## src/acmp_params.svh

```systemverilog
`ifndef ACMP_PARAMS_SVH
`define ACMP_PARAMS_SVH

// ************************************************************
// register indices, byte address is four times the index
// ************************************************************
`define IDX_DISABLE0 6'h01
`define IDX_CTRL_A 6'h08
`define IDX_CTRL_B 6'h09

// ************************************************************
// control status a field positions
// ************************************************************
`define A_POWER_OFF 7
`define A_BANDGAP 6
`define A_RESULT 5
`define A_FLAG 4
`define A_IRQ_EN 3
`define A_MUX_EN 2
`define A_MODE_HI 1
`define A_MODE_LO 0

// ************************************************************
// control status b field positions
// ************************************************************
`define B_HYST_SEL 7
`define B_HYST_LEV 6
`define B_PAIR_HI 2
`define B_PAIR_LO 0

// ************************************************************
// reset values and limits
// ************************************************************
`define RESET_DISABLE0 8'h00
`define RESET_CTRL_A 8'h00
`define RESET_CTRL_B 8'h00
`define CHANNEL_MAX 6'h0a

`endif

```

## src/acmp_pkg.sv

```systemverilog
package acmp_pkg;
   typedef enum logic [1:0] {
      POS_PIN0 = 2'h0,
      POS_PIN1 = 2'h1,
      POS_PIN2 = 2'h2,
      POS_BANDGAP = 2'h3
   } pos_src_t;
   typedef enum logic [1:0] {
      NEG_PIN0 = 2'h0,
      NEG_PIN1 = 2'h1,
      NEG_PIN2 = 2'h2,
      NEG_CONVERTER = 2'h3
   } neg_src_t;
   typedef enum logic [1:0] {
      MODE_TOGGLE = 2'h0,
      MODE_RESERVED = 2'h1,
      MODE_FALL = 2'h2,
      MODE_RISE = 2'h3
   } irq_mode_t;
endpackage

```

## src/acmp_sync_if.sv

```systemverilog
`timescale 1ns/1ps
`default_nettype none
interface acmp_sync_if;
   import acmp_pkg::*;
   logic raw;
   irq_mode_t mode;
   logic result;
   logic edge_event;
   modport ctrl (output raw, output mode, input result, input edge_event);
   modport sync (input raw, input mode, output result, output edge_event);
endinterface
`default_nettype wire

```

## src/analog_comparator_control.sv

```systemverilog
// The APB slave port is this design's own decision.
`timescale 1ns/1ps
`include "acmp_params.svh"
`default_nettype none
module analog_comparator_control #(
   parameter int ADDR_W = 12,
   parameter int PIN_COUNT = 8
) (
   // clock and reset
   input wire logic pclk,
   input wire logic presetn,
   // apb slave
   input wire logic psel,
   input wire logic penable,
   input wire logic pwrite,
   input wire logic [ADDR_W-1:0] paddr,
   input wire logic [31:0] pwdata,
   input wire logic [3:0] pstrb,
   output logic [31:0] prdata,
   output logic pready,
   output logic pslverr,
   // converter state
   input wire logic converter_enable,
   input wire logic [5:0] converter_channel_field,
   // analog comparator control
   input wire logic comparator_raw,
   output acmp_pkg::pos_src_t positive_source,
   output acmp_pkg::neg_src_t negative_source,
   output logic [3:0] negative_channel,
   output logic comparator_power_off,
   output logic hysteresis_enable,
   output logic hysteresis_level,
   // interrupt
   input wire logic global_irq_enable,
   input wire logic irq_vector_ack,
   output logic irq_request,
   // digital input buffers
   input wire logic [PIN_COUNT-1:0] pin_digital_in,
   output logic [PIN_COUNT-1:0] pin_digital_read,
   output logic [PIN_COUNT-1:0] input_buffer_disable
);
   import acmp_pkg::*;

   // ************************************************************
   // constants
   // ************************************************************
   localparam logic [7:0] RESET_A = `RESET_CTRL_A;
   localparam logic [7:0] RESET_B = `RESET_CTRL_B;
   localparam logic [7:0] RESET_D = `RESET_DISABLE0;
   localparam logic [ADDR_W-1:0] ADDR_A = ADDR_W'({`IDX_CTRL_A, 2'b00});
   localparam logic [ADDR_W-1:0] ADDR_B = ADDR_W'({`IDX_CTRL_B, 2'b00});
   localparam logic [ADDR_W-1:0] ADDR_D = ADDR_W'({`IDX_DISABLE0, 2'b00});

   // ************************************************************
   // register state
   // ************************************************************
   logic power_off;
   logic bandgap;
   logic irq_flag;
   logic irq_enable;
   logic mux_enable;
   irq_mode_t mode;
   logic hyst_sel;
   logic hyst_lev;
   logic [2:0] pair_sel;
   logic [7:0] disable0;

   // ************************************************************
   // synchroniser and edge detector
   // ************************************************************
   acmp_sync_if link ();

   comparator_sync u_sync (
      .pclk(pclk),
      .presetn(presetn),
      .link(link)
   );

   assign link.raw = comparator_raw;
   assign link.mode = mode;

   // ************************************************************
   // bus decode
   // ************************************************************
   wire setup_phase;
   wire access_done;
   wire write_strobe;
   wire hit_a;
   wire hit_b;
   wire hit_d;
   wire mapped;
   wire wr_a;
   wire wr_b;
   wire wr_d;
   wire [7:0] read_a;
   wire [7:0] read_b;
   wire [7:0] read_sel;

   assign setup_phase = psel & ~penable;
   assign access_done = psel & penable & pready;
   assign write_strobe = access_done & pwrite & pstrb[0];
   assign hit_a = (paddr == ADDR_A);
   assign hit_b = (paddr == ADDR_B);
   assign hit_d = (paddr == ADDR_D);
   assign mapped = hit_a | hit_b | hit_d;
   assign wr_a = write_strobe & hit_a;
   assign wr_b = write_strobe & hit_b;
   assign wr_d = write_strobe & hit_d;

   assign read_a = {power_off, bandgap, link.result, irq_flag,
      irq_enable, mux_enable, mode};
   assign read_b = {hyst_sel, hyst_lev, 3'h0, pair_sel};
   assign read_sel = hit_a ? read_a :
      hit_b ? read_b :
      hit_d ? disable0 : 8'h00;

   // ************************************************************
   // apb answer, zero wait states
   // ************************************************************
   always_ff @(posedge pclk or negedge presetn) begin
      if (!presetn) begin
         pready <= 1'b0;
         pslverr <= 1'b0;
         prdata <= 32'h0;
      end else begin
         pready <= setup_phase;
         pslverr <= setup_phase & ~mapped;
         prdata <= (setup_phase & ~pwrite) ? {24'h0, read_sel} : 32'h0;
      end
   end

   // ************************************************************
   // control status a
   // ************************************************************
   always_ff @(posedge pclk or negedge presetn) begin
      if (!presetn) begin
         power_off <= RESET_A[`A_POWER_OFF];
         bandgap <= RESET_A[`A_BANDGAP];
         irq_enable <= RESET_A[`A_IRQ_EN];
         mux_enable <= RESET_A[`A_MUX_EN];
         mode <= irq_mode_t'(RESET_A[`A_MODE_HI:`A_MODE_LO]);
      end else if (wr_a) begin
         power_off <= pwdata[`A_POWER_OFF];
         bandgap <= pwdata[`A_BANDGAP];
         irq_enable <= pwdata[`A_IRQ_EN];
         mux_enable <= pwdata[`A_MUX_EN];
         mode <= irq_mode_t'(pwdata[`A_MODE_HI:`A_MODE_LO]);
      end
   end

   // ************************************************************
   // interrupt flag, set wins over clear
   // ************************************************************
   wire flag_clear;
   wire next_irq_flag;
   wire next_irq_enable;
   wire next_irq_request;

   assign flag_clear = irq_vector_ack | (wr_a & pwdata[`A_FLAG]);
   assign next_irq_flag = link.edge_event | (irq_flag & ~flag_clear);
   assign next_irq_enable = wr_a ? pwdata[`A_IRQ_EN] : irq_enable;
   assign next_irq_request = next_irq_flag & next_irq_enable & global_irq_enable;

   always_ff @(posedge pclk or negedge presetn) begin
      if (!presetn) begin
         irq_flag <= RESET_A[`A_FLAG];
         irq_request <= 1'b0;
      end else begin
         irq_flag <= next_irq_flag;
         irq_request <= next_irq_request;
      end
   end

   // ************************************************************
   // control status b and input disable
   // ************************************************************
   always_ff @(posedge pclk or negedge presetn) begin
      if (!presetn) begin
         hyst_sel <= RESET_B[`B_HYST_SEL];
         hyst_lev <= RESET_B[`B_HYST_LEV];
         pair_sel <= RESET_B[`B_PAIR_HI:`B_PAIR_LO];
      end else if (wr_b) begin
         hyst_sel <= pwdata[`B_HYST_SEL];
         hyst_lev <= pwdata[`B_HYST_LEV];
         pair_sel <= pwdata[`B_PAIR_HI:`B_PAIR_LO];
      end
   end

   always_ff @(posedge pclk or negedge presetn) begin
      if (!presetn) begin
         disable0 <= RESET_D;
      end else if (wr_d) begin
         disable0 <= pwdata[7:0];
      end
   end

   // ************************************************************
   // input selection
   // ************************************************************
   wire use_converter;
   pos_src_t pair_pos;
   neg_src_t pair_neg;
   pos_src_t next_positive;
   neg_src_t next_negative;
   wire [3:0] next_channel;

   assign use_converter = mux_enable & ~converter_enable
      & (converter_channel_field <= `CHANNEL_MAX);
   assign pair_pos = pair_sel[2] ? POS_PIN2 :
      pair_sel[1] ? POS_PIN1 : POS_PIN0;
   assign pair_neg = (pair_sel == 3'h0) ? NEG_PIN1 :
      (pair_sel == 3'h1) ? NEG_PIN2 :
      (pair_sel == 3'h2) ? NEG_PIN0 :
      (pair_sel == 3'h3) ? NEG_PIN2 :
      (pair_sel == 3'h4) ? NEG_PIN0 : NEG_PIN1;
   assign next_positive = bandgap ? POS_BANDGAP : pair_pos;
   assign next_negative = use_converter ? NEG_CONVERTER : pair_neg;
   assign next_channel = use_converter ? converter_channel_field[3:0] : 4'h0;

   always_ff @(posedge pclk or negedge presetn) begin
      if (!presetn) begin
         positive_source <= POS_PIN0;
         negative_source <= NEG_PIN1;
         negative_channel <= 4'h0;
      end else begin
         positive_source <= next_positive;
         negative_source <= next_negative;
         negative_channel <= next_channel;
      end
   end

   // ************************************************************
   // power and hysteresis
   // ************************************************************
   always_ff @(posedge pclk or negedge presetn) begin
      if (!presetn) begin
         comparator_power_off <= 1'b0;
         hysteresis_enable <= 1'b0;
         hysteresis_level <= 1'b0;
      end else begin
         comparator_power_off <= power_off;
         hysteresis_enable <= hyst_sel;
         hysteresis_level <= hyst_sel & hyst_lev;
      end
   end

   // ************************************************************
   // digital input buffers per pin
   // ************************************************************
   genvar i;
   generate
      for (i = 0; i < PIN_COUNT; i++) begin : g_pin
         always_ff @(posedge pclk or negedge presetn) begin
            if (!presetn) begin
               pin_digital_read[i] <= 1'b0;
               input_buffer_disable[i] <= 1'b0;
            end else begin
               pin_digital_read[i] <= pin_digital_in[i] & ~disable0[i];
               input_buffer_disable[i] <= disable0[i];
            end
         end
      end
   endgenerate
endmodule
`default_nettype wire

```

## src/comparator_sync.sv

```systemverilog
`timescale 1ns/1ps
`default_nettype none
module comparator_sync (
   // clock and reset
   input wire logic pclk,
   input wire logic presetn,
   // carrier to control
   acmp_sync_if.sync link
);
   import acmp_pkg::*;

   // ************************************************************
   // two stage synchroniser and history
   // ************************************************************
   logic stage1;
   logic stage2;
   logic previous;
   wire rose;
   wire fell;

   always_ff @(posedge pclk or negedge presetn) begin
      if (!presetn) begin
         stage1 <= 1'b0;
         stage2 <= 1'b0;
         previous <= 1'b0;
      end else begin
         stage1 <= link.raw;
         stage2 <= stage1;
         previous <= stage2;
      end
   end

   assign link.result = stage2;
   assign rose = stage2 & ~previous;
   assign fell = ~stage2 & previous;

   // ************************************************************
   // edge mode decode
   // ************************************************************
   assign link.edge_event = ((link.mode == MODE_TOGGLE) & (rose | fell))
      | ((link.mode == MODE_FALL) & fell)
      | ((link.mode == MODE_RISE) & rose);
endmodule
`default_nettype wire
```

## config.mk

```make
export PLATFORM = sky130hd
export DESIGN_NAME = analog_comparator_control
export DESIGN_NICKNAME = d
export VERILOG_FILES = /design/src/acmp_pkg.sv /design/src/acmp_sync_if.sv /design/src/analog_comparator_control.sv /design/src/comparator_sync.sv
export VERILOG_INCLUDE_DIRS = /design/src
export SDC_FILE = /design/constraint.sdc
export NUM_CORES = 1
export LEC_CHECK = 0
export ABC_AREA = 0
export BUFFER_PORTS_ARGS = -buffer_cell sky130_fd_sc_hd__buf_4
export CORE_UTILIZATION = 25
export DETAILED_ROUTE_END_ITERATION = 10
export PLACE_DENSITY = 0.55
export SLEW_MARGIN = 20
export SYNTH_ARGS = -nofsm -noshare
export SYNTH_HDL_FRONTEND = slang
export SYNTH_SLANG_ARGS = --single-unit
```

## constraint.sdc

```tcl
create_clock -name pclk -period 1.77 [get_ports pclk]
set_input_delay 0.354 -clock pclk [delete_from_list [all_inputs] [get_ports pclk]]
set_output_delay 0.354 -clock pclk [all_outputs]
set_load 0.03 [all_outputs]
```

After elaboration in Yosys (flattened, before gate mapping)
Index checks and enable logic that the tools add are counted.

word-level totals
  bits in registers = 61
  word-level logic and storage cells = 118
  bits of input ports = 71
  output and inout port bits = 62

operators by class
  reduce and logical (&&, ||, !) cells = 2
  order comparisons = 1
  bitwise operators = 52
  multiplexer cells = 15
  equal/unequal tests = 9

operators with widths
  kind                 count
  $mux 8               4
  $and 1x1->1          30
  $eq 12x6->1 const B  2
  $not 1->1            15
  $mux 2               7
  $eq 12x3->1 const B  1
  $or 1x1->1           7
  $eq 3x2->1 const B   2
  $le 6x4->1 const B   1
  $eq 2x2->1 const B   2
  $mux 4               1
  $eq 3x1->1 const B   1
  $eq 3x3->1 const B   1
  $logic_not 3->1      1
  $mux 1               3
  $logic_not 2->1      1

Logic depth before layout (Yosys ltp)
  depth after elaboration = 12
  mapped depth = 6
  gate-level depth less buffers = 6

Modules after synthesis
A second synthesis with hierarchy kept.

second synthesis, totals
  cells, all modules = 187
  area, all modules = 2493.6 µm²

by module, submodules not included
  module                     sequential area each (µm²)  instances  area an instance (µm²)  cells an instance
  analog_comparator_control  1452.6                      1          2356.0                  176
  comparator_sync            75.1                        1          137.6                   11

Least setup slack after synthesis
Ideal clock, no wire load.

  path kind = input-to-reg
  start = in paddr[7]
  end = reg disable0[0]
  cell stages on the path = 4
  required time = 1645 ps
  arrival time = 2206 ps
  path slack = -561 ps
  buffers on the path = 0
  setup time = 125 ps
  cells stage by stage = or4_1 or4_4 nor3b_4 mux2_2

between the ends
  word-level cells in the longest chain between the ends = 2

ends and longest elaborated chain
  element               RTL line                          RTL
  start, declared       analog_comparator_control.sv:16   input wire logic [ADDR_W-1:0] paddr,
  $eq 12x3->1           analog_comparator_control.sv:104  assign hit_d = (paddr == ADDR_D);
  $and 1x1->1           analog_comparator_control.sv:108  assign wr_d = write_strobe & hit_d;
  end signal, assigned  analog_comparator_control.sv:193  disable0 <= pwdata[7:0];
  end, declared         analog_comparator_control.sv:66   logic [7:0] disable0;

Every way passes these cells.
A chain may end at the register's enable or synchronous reset.

Final worst setup path
  start = in paddr[10]
  end = reg disable0[1]

Same word-level chain as after synthesis.

==> results.cfg <==
[synth]
synth_mux_area_share_pct = 10.0
syn_area_um2 = 2460
syn_inst = 191
ys_seq_area_share_pct = 62.0
synth_top_family_by_area = simple AND/OR/NAND/NOR gates
synthSimpleGateAreaFrac_pct = 12.3
synth_common_cells = dfrtp_1, buf_4, mux2_2
synth_compound_area_share_pct = 5.84
synth_xor_area_share_pct = 0
yosysMostFrequentCell = dfrtp_1
ys_ff_latch = 61
syn_avg_cell_area_um2 = 12.9
ys_top_cells_by_area = dfrtp_1, mux2_2, buf_4
synth_edf_count = 0
synth_fa_ha_area_share_pct = 1.02
synth_cell_types = 32
synth_ff_type = dfrtp_1
ys_warn_count = 0
yosysTopAreaCell = dfrtp_1
synth_top_area_share_pct = 60.9
async_flop_share_pct = 100

[floorplan]
die_w_um = 101
initial_utilization_pct = 26.2
dieArea_um2 = 10300
core_area_um2 = 9420
die_y_um = 101
num_io_pins = 133
rows = 35

[power_and_ir_drop]
pwr-share-seq_pct = 49.3
switching_share_pct = 23.3
power.density_nw_per_um2 = 819
p_total_mw = 2.88
comb_power_share_pct = 9.7
p_leak_nw = 1.79
peakVddDrop_mv = 0.300
clkPwrFrac_pct = 41.1
p_int_mw = 2.21
p_sw_mw = 0.672

[clock_tree]
cts.clk_slew.worst_paths_ps = 60
cts_max_level = 3
clkLatencyLatePin_ps = 330
numCtsBuffers = 9
clock_sinks = 61
cts.path.max_buffers = 2
cts_tree = yes
root_buffer = clkbuf_8

[drt]
via_per_inst = 3.97
ant_nets = 0
drtIter0Drc = 45
vias = 1689
wl_mm = 5.30
wire_per_inst_um = 12.5
first_pass_iters = 4
drc = 0

[timing]
whs_ps = 7.96
setup_viol_count_final = 25
worst_pin_slew_ps = 715
slew_headroom_pct = 52.2
fin_ws_ps = -275
skew_ps = 7.72
hold_viol = 0
clock.fmax_mhz = 489
rsz0062_at_grt = true
min_period_ps = 2050
tns_ps = -5460
drv_slew = 0
fin_crit_sh_pct = 116

[final_layout]
fin_nets = 364
area_growth_pct = 42.6
diodes = 0
layout-drive-gt1-share_pct = 48.3
fin_area_um2 = 3510
stdcell_count = 425
final_util_pct = 37.3

[global_routing]
grt_max_degree = 62
antenna_found_initial = 0
globalRouteTotalUtil_pct = 11.1
grt_pass1_wl_mm = 8.42
grt_overflow = 0
grt_pass1_vias = 1789

[critical_path]
crit_fanout = 6
critPathLaunchType = input port
reg2reg_from = pready
crit_type = in2reg
cp_data_arrival_time_ps = 2250
startpoint = paddr[10]
worstSetupEndpointType = register
worstPathRequired_ps = 1980

[place]
placed_cells = 409
dp_hpwl_mm = 3.76
place_congestion = 0.756
port_buffers = 81
placedInstanceArea_um2 = 3250
dp_slack_ps = -680

[job]
drv_cap = 0

[status]
status = finished, violations left
violations = setup timing

[worst_hold_path]
holdCritPathClass = in2async
==> cells by family (layout without fill, tap and decap cells) <==
logic type	count (synthesis)	in the layout
AND/OR/NAND/NOR	50	50
other	1	24
flip-flops	61	61
AO/OA/AOI/OAI	22	22
buffers and inverters	33	115
multiplexers	22	22
adder cells (fa/ha/maj)	2	2
==> flip-flops by register name, summed over array words and instances, names as in the netlist, 2 cells and up <==
register / count
disable0: 8
input_buffer_disable: 8
link.mode: 2
negative_channel: 4
negative_source: 2
pair_sel: 3
pin_digital_read: 8
positive_source: 2
prdata: 8
==> routing by layer <==
layer	vias to the layer above	GRT usage [%]	share of wire (%)	routed length, um
li1	801	-	-	-
met1	799	14.0	44	2350
met2	84	16.9	45	2410
met3	5	3.80	9.2	486
met4	0	5.69	1.1	58
met5	-	0	0	0
==> path summary, 6_finish.rpt <==
kind,end,slack (ps),depth (start not counted)
hold / removal,negative_channel[3],8,2
min in group pclk,u_sync.stage1,130,1
hold reg to reg,u_sync.link.result,360,0
setup / recovery,disable0[1],-280,6
setup reg to reg,disable0[1],-20,5
max in group asynchronous,negative_source[0],1460,2
==> power by group through the flow <==
| stage | Combinational, mW | Sequential, mW | Clock, mW |
|---|---|---|---|
| after floorplan | 0.148 | 1.47 | 0 |
| after global placement | 0.275 | 1.44 | 0 |
| after detailed placement | 0.277 | 1.44 | 0 |
| after CTS | 0.280 | 1.42 | 1.23 |
| after global routing | 0.302 | 1.42 | 1.30 |
| final | 0.278 | 1.42 | 1.18 |
==> layout make-up <==
type                    count  area, um2
fillers                   966       5900
clock inverters             2       35.0
flip-flops and latches     61       1530
well taps                 129        161
inverters                   5       18.8
repair buffers             94        737
multi-input cells         120        882
clock buffers              14        153
==> cell usage in the layout, fill, tap and decap left out, types with 2 or more instances in the layout <==
cell / n
mux2_2: 9
dfrtp_1: 60
nand2_1: 3
a21oi_1: 3
and2_1: 5
nor2_1: 7
buf_4: 88
inv_1: 5
conb_1: 24
a22oi_1: 8
nor2_2: 6
buf_6: 5
or4_4: 4
ha_1: 2
a21o_1: 3
o21ai_0: 6
nor2b_1: 12
clkbuf_1: 4
mux2_4: 12
clkbuf_8: 10
nand3_1: 3
==> critical path: stages <==
cell and delay (ps):
buf_6 90, or4_4 530, or4_4 590, nor3b_4 220, buf_6 180, mux2_4 300
==> what timing repair did <==
| item | 4_1_cts | 5_1_grt |
|---|---|---|
| setup endpoints to repair | 25 | 25 |
| endpoints found under the hold margin | 0 | 0 |
| pin swaps | 13 | 5 |
| cloned | 0 | 0 |
| setup buffers | 0 | 0 |
| gates resized for setup | 17 | 6 |
| hold buffers | 0 | 0 |
Power figures use the tool's default switching activity.
